File: src/esh_health.sv
// package and continuous health-test module of the entropy source health control
`default_nettype none

package esh_pkg;
  localparam int ADDR_W = 8;
  localparam logic [7:0] ADDR_STATUS = 8'h00;
  localparam logic [7:0] ADDR_IRQ_STAT = 8'h04;
  localparam logic [7:0] ADDR_IRQ_MASK = 8'h08;
  localparam logic [7:0] ADDR_TEST_CTRL = 8'h0c;
  localparam logic [7:0] ADDR_RAW = 8'h10;
  localparam int OPERATIONAL_STATUS_FIELD_LSB = 30;
  localparam int WORD_BITS = 16;
  localparam int IRQ_ALARM = 0;
  localparam int IRQ_FATAL = 1;
  localparam int IRQ_WORD = 2;
  localparam int IRQ_W = 3;
  localparam logic [2:0] IRQ_MASK_RST = 3'h0;
  localparam logic TEST_EN_RST = 1'b0;
  localparam int HEALTH_WINDOW = 1024;
  localparam int STARTUP_SAMPLES = 1024;
  localparam int RCT_ALARM = 32;
  localparam int RCT_FAIL = 64;
  localparam int APT_ALARM = 640;
  localparam int APT_FAIL = 800;
  typedef enum logic [1:0] {
    esh_self_test = 2'b00,
    esh_wait = 2'b01,
    esh_valid = 2'b10,
    esh_dead = 2'b11
  } esh_state_t;
endpackage

////////////////////////////////////////////////////////////////////////////////

module esh_health #(
  parameter int WIN = esh_pkg::HEALTH_WINDOW,
  parameter int RCT_A = esh_pkg::RCT_ALARM,
  parameter int RCT_F = esh_pkg::RCT_FAIL,
  parameter int APT_A = esh_pkg::APT_ALARM,
  parameter int APT_F = esh_pkg::APT_FAIL
) (
  input wire logic clk,
  input wire logic rst_b,
  input wire logic clk_en,
  input wire logic clear,
  input wire logic sample,
  input wire logic sample_valid,
  output logic alarm,
  output logic fail
);
  import esh_pkg::*;
  localparam int WW = $clog2(WIN);
  localparam int RW = $clog2(RCT_F + 1);
  localparam int AW = $clog2(WIN + 1);
  localparam logic [WW-1:0] WIN_LAST = WW'(WIN - 1);

  // counters stay internal: they may correlate with delivered bits
  logic [WW-1:0] win_q;
  logic [RW-1:0] rep_q;
  logic [AW-1:0] apt_q;
  logic last_q;
  logic ref_q;

  wire win_wrap = win_q == WIN_LAST;
  wire same = sample == last_q;
  wire rep_sat = rep_q == RW'(RCT_F);
  wire [RW-1:0] rep_d = same ? (rep_sat ? rep_q : rep_q + RW'(1)) : RW'(1);
  wire [AW-1:0] apt_d = (sample == ref_q) ? apt_q + AW'(1) : apt_q;
  wire [AW-1:0] rep_ext = AW'(rep_q);

  assign fail = sample_valid && (rep_q >= RW'(RCT_F) || apt_q >= AW'(APT_F));
  assign alarm = sample_valid && (rep_ext >= AW'(RCT_A) || apt_q >= AW'(APT_A));

  always_ff @(posedge clk or negedge rst_b) begin
    if (!rst_b) begin
      win_q <= '0;
      rep_q <= '0;
      apt_q <= '0;
      last_q <= 1'b0;
      ref_q <= 1'b0;
    end else if (clk_en) begin
      if (clear || (sample_valid && win_wrap)) begin
        win_q <= '0;
        rep_q <= '0;
        apt_q <= '0;
        last_q <= 1'b0;
        ref_q <= 1'b0;
      end else if (sample_valid) begin
        win_q <= win_q + WW'(1);
        rep_q <= rep_d;
        last_q <= sample;
        if (win_q == '0) begin
          ref_q <= sample;
          apt_q <= AW'(1);
        end else begin
          apt_q <= apt_d;
        end
      end
    end
  end
endmodule // esh_health

`default_nettype wire

File: src/esh_top.sv
// status, word delivery and register port of the entropy source health control
//
// Operation
// - start-up self-test runs only after reset or power-up; no software command starts it.
// - during start-up self-test every poll reports self-test state, no entropy.
// - start-up self-test failure enters fatal state, which delivers no words.
// - health or sensor error stops delivery and enters a no-output state.
// - non-critical alarm shown by returning from wait or valid to self-test.
// - critical health failure goes straight to fatal state.
// - health-test counters are never visible outside the block.
// - health-test state zeroed every window and on reset.
// - each successful poll wipes the delivered word.
// - valid status only with a complete, fully processed word.
// - raw test interface inactive while main interface operational, and reverse.
// - no word available means poll reports wait status.
// - status field encodes fatal as 11 and self-test as 00.
// - valid word carries 16 entropy bits in fixed low positions.
//
// Strobed register access and the register addresses were chosen for this implementation.
`default_nettype none

module esh_top #(
  parameter int STARTUP = esh_pkg::STARTUP_SAMPLES,
  parameter int WIN = esh_pkg::HEALTH_WINDOW
) (
  input wire logic clk,
  input wire logic rst_b,
  input wire logic clk_en,
  input wire logic noise_bit,
  input wire logic noise_valid,
  input wire logic env_alarm,
  input wire logic [esh_pkg::ADDR_W-1:0] addr,
  input wire logic [31:0] wdata,
  input wire logic wr,
  input wire logic rd,
  output logic [31:0] rdata,
  output logic irq
);
  import esh_pkg::*;
  localparam int SW = $clog2(STARTUP + 1);
  localparam logic [SW-1:0] ST_LAST = SW'(STARTUP - 1);
  localparam int CW = $clog2(WORD_BITS + 1);
  localparam logic [CW-1:0] ACC_FULL = CW'(WORD_BITS);

  ////////////////////////////////////////////////////////////////////////////////
  // state

  esh_state_t state_q, state_d;
  logic startup_q;
  logic [SW-1:0] st_cnt_q;
  logic [WORD_BITS-1:0] acc_q;
  logic [CW-1:0] acc_cnt_q;
  logic [WORD_BITS-1:0] word_q;
  logic half_q;
  logic first_q;
  logic [WORD_BITS-1:0] raw_q;
  logic test_en_q;
  logic [IRQ_W-1:0] irq_stat_q;
  logic [IRQ_W-1:0] irq_mask_q;
  logic [31:0] rdata_q;
  logic h_alarm;
  logic h_fail;

  ////////////////////////////////////////////////////////////////////////////////
  // decode

  wire sel_status = addr == ADDR_STATUS;
  wire sel_istat = addr == ADDR_IRQ_STAT;
  wire sel_imask = addr == ADDR_IRQ_MASK;
  wire sel_test = addr == ADDR_TEST_CTRL;
  wire sel_raw = addr == ADDR_RAW;
  // a poll is a status read; its wipe relies on software using only this access
  wire poll = rd && sel_status;
  wire is_st = state_q == esh_self_test;
  wire is_live = state_q == esh_wait || state_q == esh_valid;
  wire noncrit = h_alarm || env_alarm;
  wire st_done = is_st && noise_valid && st_cnt_q == ST_LAST;
  wire st_restart = is_st && (test_en_q || noncrit);
  wire vn_emit = noise_valid && half_q && (first_q != noise_bit);
  wire acc_full = acc_cnt_q == ACC_FULL;
  wire load_word = state_q == esh_wait && acc_full && !noncrit && !test_en_q;
  // raw samples visible only while the main path is held in self-test
  wire raw_ok = test_en_q && is_st;
  // alarms keep the counts, so a stuck source still escalates to fatal
  wire hclr = test_en_q && state_q != esh_dead;

  wire ev_alarm = is_live && state_d == esh_self_test && noncrit;
  wire ev_fatal = state_q != esh_dead && state_d == esh_dead;
  wire ev_word = load_word;
  wire [IRQ_W-1:0] irq_set = {ev_word, ev_fatal, ev_alarm};
  wire [IRQ_W-1:0] irq_clr = (wr && sel_istat) ? wdata[IRQ_W-1:0] : '0;

  // data field zero in every state but valid
  wire [WORD_BITS-1:0] out_word = (state_q == esh_valid) ? word_q : '0;
  wire [31:0] status_word = {state_q, 14'h0000, out_word};
  wire [31:0] rdata_d = sel_status ? status_word :
                        sel_istat ? {29'h00000000, irq_stat_q} :
                        sel_imask ? {29'h00000000, irq_mask_q} :
                        sel_test ? {31'h00000000, test_en_q} :
                        sel_raw ? {16'h0000, raw_ok ? raw_q : 16'h0000} :
                        32'h00000000;

  assign rdata = rdata_q;
  assign irq = |(irq_stat_q & irq_mask_q);

  ////////////////////////////////////////////////////////////////////////////////
  // health tests

  esh_health #(
    .WIN(WIN)
  ) u_health (
    .clk(clk),
    .rst_b(rst_b),
    .clk_en(clk_en),
    .clear(hclr),
    .sample(noise_bit),
    .sample_valid(noise_valid),
    .alarm(h_alarm),
    .fail(h_fail)
  );

  ////////////////////////////////////////////////////////////////////////////////
  // status state machine

  always_comb begin
    state_d = state_q;
    unique case (state_q)
      esh_dead: state_d = esh_dead;
      esh_self_test: begin
        if (h_fail) begin
          state_d = esh_dead;
        end else if (noncrit && startup_q) begin
          state_d = esh_dead;
        end else if (!st_restart && st_done) begin
          state_d = esh_wait;
        end
      end
      esh_wait: begin
        if (h_fail) begin
          state_d = esh_dead;
        end else if (noncrit || test_en_q) begin
          state_d = esh_self_test;
        end else if (acc_full) begin
          state_d = esh_valid;
        end
      end
      esh_valid: begin
        if (h_fail) begin
          state_d = esh_dead;
        end else if (noncrit || test_en_q) begin
          state_d = esh_self_test;
        end else if (poll) begin
          state_d = esh_wait;
        end
      end
    endcase
  end

  // reset is the only way into the start-up run
  always_ff @(posedge clk or negedge rst_b) begin
    if (!rst_b) begin
      state_q <= esh_self_test;
      startup_q <= 1'b1;
      st_cnt_q <= '0;
    end else if (clk_en) begin
      state_q <= state_d;
      if (st_done && !st_restart) begin
        startup_q <= 1'b0;
      end
      if (!is_st || st_restart) begin
        st_cnt_q <= '0;
      end else if (noise_valid) begin
        st_cnt_q <= st_cnt_q + SW'(1);
      end
    end
  end

  ////////////////////////////////////////////////////////////////////////////////
  // conditioning and word assembly

  always_ff @(posedge clk or negedge rst_b) begin
    if (!rst_b) begin
      half_q <= 1'b0;
      first_q <= 1'b0;
      acc_q <= '0;
      acc_cnt_q <= '0;
      word_q <= '0;
      raw_q <= '0;
    end else if (clk_en) begin
      if (noise_valid) begin
        half_q <= !half_q;
        first_q <= noise_bit;
        raw_q <= raw_ok ? {raw_q[WORD_BITS-2:0], noise_bit} : '0;
      end
      // partial words are dropped whenever the source is not live
      if (!is_live || load_word) begin
        acc_q <= '0;
        acc_cnt_q <= '0;
      end else if (vn_emit && !acc_full) begin
        acc_q <= {acc_q[WORD_BITS-2:0], first_q};
        acc_cnt_q <= acc_cnt_q + CW'(1);
      end
      if (load_word) begin
        word_q <= acc_q;
      end else if (!is_live || (poll && state_q == esh_valid)) begin
        word_q <= '0;
      end
    end
  end

  ////////////////////////////////////////////////////////////////////////////////
  // register port and interrupt

  always_ff @(posedge clk or negedge rst_b) begin
    if (!rst_b) begin
      rdata_q <= '0;
      irq_stat_q <= '0;
      irq_mask_q <= IRQ_MASK_RST;
      test_en_q <= TEST_EN_RST;
    end else if (clk_en) begin
      rdata_q <= rd ? rdata_d : '0;
      // set beats a simultaneous write-one clear
      irq_stat_q <= (irq_stat_q & ~irq_clr) | irq_set;
      if (wr && sel_imask) begin
        irq_mask_q <= wdata[IRQ_W-1:0];
      end
      if (wr && sel_test) begin
        test_en_q <= wdata[0];
      end
    end
  end
endmodule // esh_top

`default_nettype wire

File: config.mk
export PLATFORM = sky130hd
export DESIGN_NAME = esh_top
export DESIGN_NICKNAME = d
export VERILOG_FILES = /design/src/esh_health.sv /design/src/esh_top.sv
export SDC_FILE = /design/constraint.sdc
export NUM_CORES = 1
export LEC_CHECK = 0
export ABC_AREA = 0
export ABC_CLOCK_PERIOD_IN_PS = 4000
export BUFFER_PORTS_ARGS = -buffer_cell sky130_fd_sc_hd__buf_2
export CAP_MARGIN = 20
export CELL_PAD_IN_SITES_DETAIL_PLACEMENT = 1
export CELL_PAD_IN_SITES_GLOBAL_PLACEMENT = 2
export CORE_MARGIN = 4
export CORE_UTILIZATION = 39
export DETAILED_ROUTE_END_ITERATION = 8
export PLACE_DENSITY = 0.92
export SYNTH_ARGS = -nofsm -noshare
export SYNTH_HDL_FRONTEND = slang
export SYNTH_SLANG_ARGS = --single-unit
File: constraint.sdc
create_clock -name clk -period 4 [get_ports clk]
set_clock_uncertainty 0.2 [all_clocks]
set_input_delay 0.8 -clock clk [delete_from_list [all_inputs] [get_ports clk]]
set_output_delay 0.8 -clock clk [all_outputs]
set_load 0.02 [all_outputs]
# Yosys cells after proc, flatten, opt, wreduce, memory -nomap -nowiden
# Index checks and enable logic that the tools add are counted.
# word_totals
ff_bits,138
n_memories,0
out_inout_bits,33
latch_bits,0
mem_bits_ro,0
mem_bits_rw,0
word_cells,153
# op_classes
mul,0
addsub,5
n_eq_ne,17
n_div,0
order_cmp,4
reduce_logical,62
n_mux,43
shift,0
bitwise_logic,4
# ops
op,n
two-way mux 16 bit,11
two-way mux 11 bit,6
two-way mux 32 bit,2
two-way mux 7 bit,4
logical AND 1 bit,24
"adder 11 x 1 -> 11 bit, second input constant",2
">= comparator 11 x 10 -> 1 bit, second input constant",2
two-way mux 10 bit,2
two-way mux 2 bit,9
"== test 8 x 4 -> 1 bit, second input constant",2
AND reduction 2 bit,8
"== test 11 x 10 -> 1 bit, second input constant",1
"adder 10 x 1 -> 10 bit, second input constant",1
"== test 10 bit, second input constant",1
zero test 10 bit,1
two-way mux 5 bit,2
nonzero test 2 bit,5
logical OR 1 bit,9
AND reduction 3 bit,3
"== test 8 x 3 -> 1 bit, second input constant",1
"== test 8 x 5 -> 1 bit, second input constant",1
zero test 8 bit,1
one-hot mux 2 bit (4 select lines),1
"adder 7 x 1 -> 7 bit, second input constant",1
20 further kinds,35

# Depth between registers and ports, before layout
# logic_depth
word_depth,16
mapped_depth,9
ltp_nobuf,8

# By module
# A second synthesis with hierarchy kept.
# hier_totals
cells_unflattened,590
area_unflattened_um2,6187.2
# modules_own_cells
module,n_inst,cells_per_inst,seq_area_each_um2,area_per_inst_um2
esh_top,1,386,2353.5,4327.9
esh_health,1,204,750.7,1859.3

# Worst setup path before layout
# No wires, ideal clock.
# synth_timing
path_kind,input-to-reg
startpoint,in addr[3] in the netlist's numbering
endpoint,reg irq_stat_q[0]
arrival_time_ns,2.197
path_stages,8
path_buffers,2
path_slack_ns,1.483
setup_ns,0.120
t_required_ns,3.680
path_cell_list,buf_2 -> nor4_1 -> and2_1 -> buf_2 -> nand2_1 -> a211oi_1 -> nor3_1 -> a41o_1
# synth_via
elab_chain_len,10
word_cells_on_any_way,15
# synth_rtl
element,line_no,rtl
start: declaration,esh_top.sv:32,"input wire logic [esh_pkg::ADDR_W-1:0] addr,"
zero test 8 bit,esh_top.sv:67,wire sel_status = addr == ADDR_STATUS;
logical AND 1 bit,esh_top.sv:73,wire poll = rd && sel_status;
two-way mux 2 bit,esh_top.sv:152,end else if (poll) begin
two-way mux 2 bit,esh_top.sv:150,end else if (noncrit || test_en_q) begin
two-way mux 2 bit,esh_top.sv:148,if (h_fail) begin
one-hot mux 2 bit (4 select lines),esh_top.sv:127,unique case (state_q)
zero test 2 bit,esh_top.sv:87,wire ev_alarm = is_live && state_d == esh_self_test && noncrit;
logical AND 1 bit (2 in series),esh_top.sv:87,
OR 3 bit (*),esh_top.sv:223,irq_stat_q <= (irq_stat_q & ~irq_clr) | irq_set;
end signal: assignment,esh_top.sv:223,
end: declaration,esh_top.sv:58,logic [IRQ_W-1:0] irq_stat_q;
# Every way passes the cells marked *; elsewhere a longest branch is shown, timed or not.
# A chain may end at the register's enable or synchronous reset.

# Worst setup path in the final report
# layout_timing
startpoint,reg u_health.win_q[0]
endpoint,reg u_health.apt_q[9]
# layout_via
elab_chain_len,5
word_cells_on_any_way,10
# layout_rtl
element,line_no,rtl
start: declaration,esh_health.sv:58,logic [WW-1:0] win_q;
start signal: assignment,esh_health.sv:89,win_q <= win_q + WW'(1);
== test 10 bit,esh_health.sv:64,wire win_wrap = win_q == WIN_LAST;
logical AND 1 bit,esh_health.sv:82,if (clear || (sample_valid && win_wrap)) begin
logical OR 1 bit,esh_health.sv:82,
nonzero test 3 bit (no source line) / nonzero test 2 bit (equally long branches),--,
AND reduction 3 bit (no source line),--,
end signal: assignment,esh_health.sv:96,apt_q <= apt_d;
end: declaration,esh_health.sv:60,logic [AW-1:0] apt_q;
# Several ways; a longest one is shown, not always the timed one. The select of a mux whose other input is x is not followed.

==> impl_metrics.py <==
metrics = {
    "outcome": {
        "status": "finished clean",
    },
    "yosys": {
        "ys.flop_type": "dfrtp_1",
        "synthCells": 601,
        "synth-edff-count": 0,
        "synth_top_family_by_area": "compound AO/OA/AOI/OAI gates",
        "yosysMostFrequentCell": "dfrtp_1",
        "synth.area.top_cells": "dfrtp_1 51%, a22o_1 7.1%, a21oi_1 3.4%",
        "synth-compound-area-share_pct": 19.3,
        "synthArstFlopShare_pct": 100,
        "yosys.area_share.simple_pct": 15.5,
        "avgSynthCellArea_sq_um": 10.0,
        "ys_ff_latch": 124,
        "synth_top_area_share_pct": 51.2,
        "synth_area_leader_cell": "dfrtp_1",
        "synth_fa_ha_area_share_pct": 2.71,
        "yosysSeqAreaShare_pct": 51.6,
        "synth_top_cells_by_count": "123 x dfrtp_1, 49 x a22o_1, 49 x nand2_1",
        "yosys_warnings": 0,
        "synth.distinct_cells": 56,
        "synthXorXnorAreaFrac_pct": 4.08,
        "synth.area.mux_share_pct": 0.916,
        "syn_area_sq_mm": 0.00601,
    },
    "setup_path": {
        "cp_max_fo": 13,
        "critPathLaunchType": "register",
        "worstSetupPathType": "reg -> reg",
        "cp-end-kind": "register",
        "timing.rr.end": "u_health.apt_q[9]$_DFFE_PN0P_",
        "r2r_start": "u_health.win_q[0]$_DFFE_PN0P_",
        "r2r.worst_path.cells": 7,
        "r2r_slack_ns": 1.19,
        "required_ns": 4.09,
        "cp.arrival_ns": 2.90,
    },
    "power_and_ir_drop": {
        "cellPowerDensity_mw_per_mm2": 518,
        "p_total_mw": 3.59,
        "irDropWorstVdd_mv": 0.332,
        "power_leakage_nw": 3.22,
    },
    "global_routing": {
        "grt.overflow.total": 0,
        "grt_pass1_vias": 4905,
        "antenna_found_initial": 0,
        "grt_pass1_wl_mm": 25.5,
        "grt_max_degree": 79,
        "grt_usage_pct": 18.1,
    },
    "layout": {
        "drive_gt1_share_pct": 13.8,
        "fin_nets": 698,
        "multiInputGateArea_sq_mm": 0.00261,
        "area_delta_synth_final_pct": 15.4,
        "instances_no_fill": 838,
        "antenna_cells": 0,
        "nFillCells": 1684,
        "regArea_sq_mm": 0.00310,
    },
    "sta": {
        "setup_viol": 0,
        "drv_slew": 0,
        "min_period_ns": 2.81,
        "worstMarginPinSlew_ns": 0.906,
        "tns_ns": 0,
        "fmax_ghz": 0.356,
        "period_share_pct": 70.3,
        "hold_viol": 0,
        "relSlewSlack_pct": 38.8,
        "rsz0062_at_grt": "false",
    },
    "floorplan": {
        "start_util_pct": 39.7,
        "num_rows": 45,
        "core_area_sq_mm": 0.0151,
        "pin_count": 81,
        "dieArea_sq_mm": 0.0175,
        "die_x_um": 132,
        "die_y_um": 132,
    },
    "routing": {
        "wl_mm": 14.9,
        "drc": 0,
        "num_vias": 4673,
        "drtIter0Drc": 285,
        "firstDrtPassIters": 4,
        "vias_per_cell": 5.58,
        "wire_per_inst_um": 17.8,
        "drt.antenna.violating_nets": 0,
    },
    "clock_network": {
        "cts.clk_slew.worst_paths_ns": 0.06,
        "cts-root-buf": "clkbuf_16",
        "cts_tree": "done",
        "cts_buffers": 17,
        "clockBufferDepth": 2,
        "clk_latency_ns": 0.43,
        "cts_resized": 0,
        "ctsHtreeMaxLevel": 4,
        "cts_setup_buffers": 0,
        "cts_hold_buffers": 0,
        "numClockSinks": 124,
    },
    "hold_path": {
        "hp-class": "in -> async",
    },
    "placed_design": {
        "gp_congestion": 0.782,
        "place.port_buffers": 37,
        "dpl.cell_count": 805,
        "dpl.hpwl_mm": 10.0,
    },
    "run": {
        "max_cap_violations": 0,
    },
}
[sequential cells by signal, summed over array words and instances, names as in the netlist]
name / count
irq_stat_q: 3
u_health.win_q: 10
startup_q: 1
acc_cnt_q: 5
raw_q: 16
state_q: 2
u_health.apt_q: 11
u_health.rep_q: 7
st_cnt_q: 11
test_en_q: 1
irq_mask_q: 3
word_q: 16
u_health.last_q: 1
half_q: 1
rdata: 18
first_q: 1
u_health.ref_q: 1
acc_q: 16
[report_power, final]
part	internal, mW	switching (mW)
Sequential	1.35	0.124
Clock	0.958	0.588
Combinational	0.191	0.379
[routing by layer]
metal,GRT usage [%],part of all wire (%)
met5,0,0
met4,5.95,1.4
met3,5.00,3.6
met2,29.5,49
met1,23.3,46
[layout by cell type, fill, tap and decap left out, types with 3 or more instances in the layout]
master / count
xnor2_1: 8
clkbuf_16: 17
clkinv_4: 5
nor3_1: 10
nand2_1: 49
xor2_1: 20
ha_1: 13
and3_1: 12
or3_1: 3
nor2_1: 45
conb_1: 14
nor4_1: 4
and2_1: 3
buf_4: 8
o22ai_1: 13
nor2b_1: 8
nor4_2: 3
nand2b_1: 6
inv_1: 34
buf_2: 36
a21oi_1: 41
mux2_2: 4
nand4_1: 16
o21ai_0: 31
dfrtp_1: 123
o21a_1: 4
a22o_1: 49
o31ai_1: 4
nand3_1: 18
[cells by family after synthesis]
logic type | Yosys count
adders and majority gates | 13
xor gates and xnor gates | 28
muxes | 5
DFF | 124
other | 1
and+or+nand+nor | 186
AOI/OAI and AO/OA | 169
buffers and inverters | 75
[critical path: stages, from the launching register on]
cell,delay (ns)
dfrtp_1,0.42
ha_1,0.25
nand2_1,0.15
o41a_1,0.65
a31oi_2,0.57
nand4_1,0.21
xor2_1,0.17
nor2_1,0.06
[worst max path at each step]
stage / startpoint / endpoint / slack (ns) / cells after the start
after floorplan: addr[3] / irq_stat_q[0]$_DFFE_PN0P_ / 1.48 / 8
final: u_health.win_q[0]$_DFFE_PN0P_ / u_health.apt_q[9]$_DFFE_PN0P_ / 1.19 / 7
after CTS: u_health.win_q[0]$_DFFE_PN0P_ / u_health.apt_q[9]$_DFFE_PN0P_ / 1.16 / 7
after global placement: noise_valid / u_health.apt_q[10]$_DFFE_PN0P_ / 0.90 / 7
after global routing: u_health.win_q[0]$_DFFE_PN0P_ / u_health.apt_q[4]$_DFFE_PN0P_ / 0.95 / 7
after detailed placement: noise_valid / u_health.apt_q[9]$_DFFE_PN0P_ / 0.80 / 7
[final cells by class]
type,instances,area share (%)
sequential,124,44.7
tap,188,3.39
clock buffer,21,6.64
multi-input combinational,415,37.7
inverter,34,1.84
clock inverter,11,1.97
timing repair buffer,45,3.75
[through the flow]
stage,util [%],hold WS (ns),cell area [sq um],setup WS (ns)
4_1_cts,45.8,0.196,6930,1.16
5_1_grt,45.8,0.214,6940,0.953
3_3_place_gp,41.8,0.265,6330,0.904
6_report,45.8,0.174,6940,1.19
3_5_place_dp,41.8,0.271,6330,0.803
2_1_floorplan,-,0.246,6060,1.48
No activity file was read; power rests on OpenSTA's default activity.
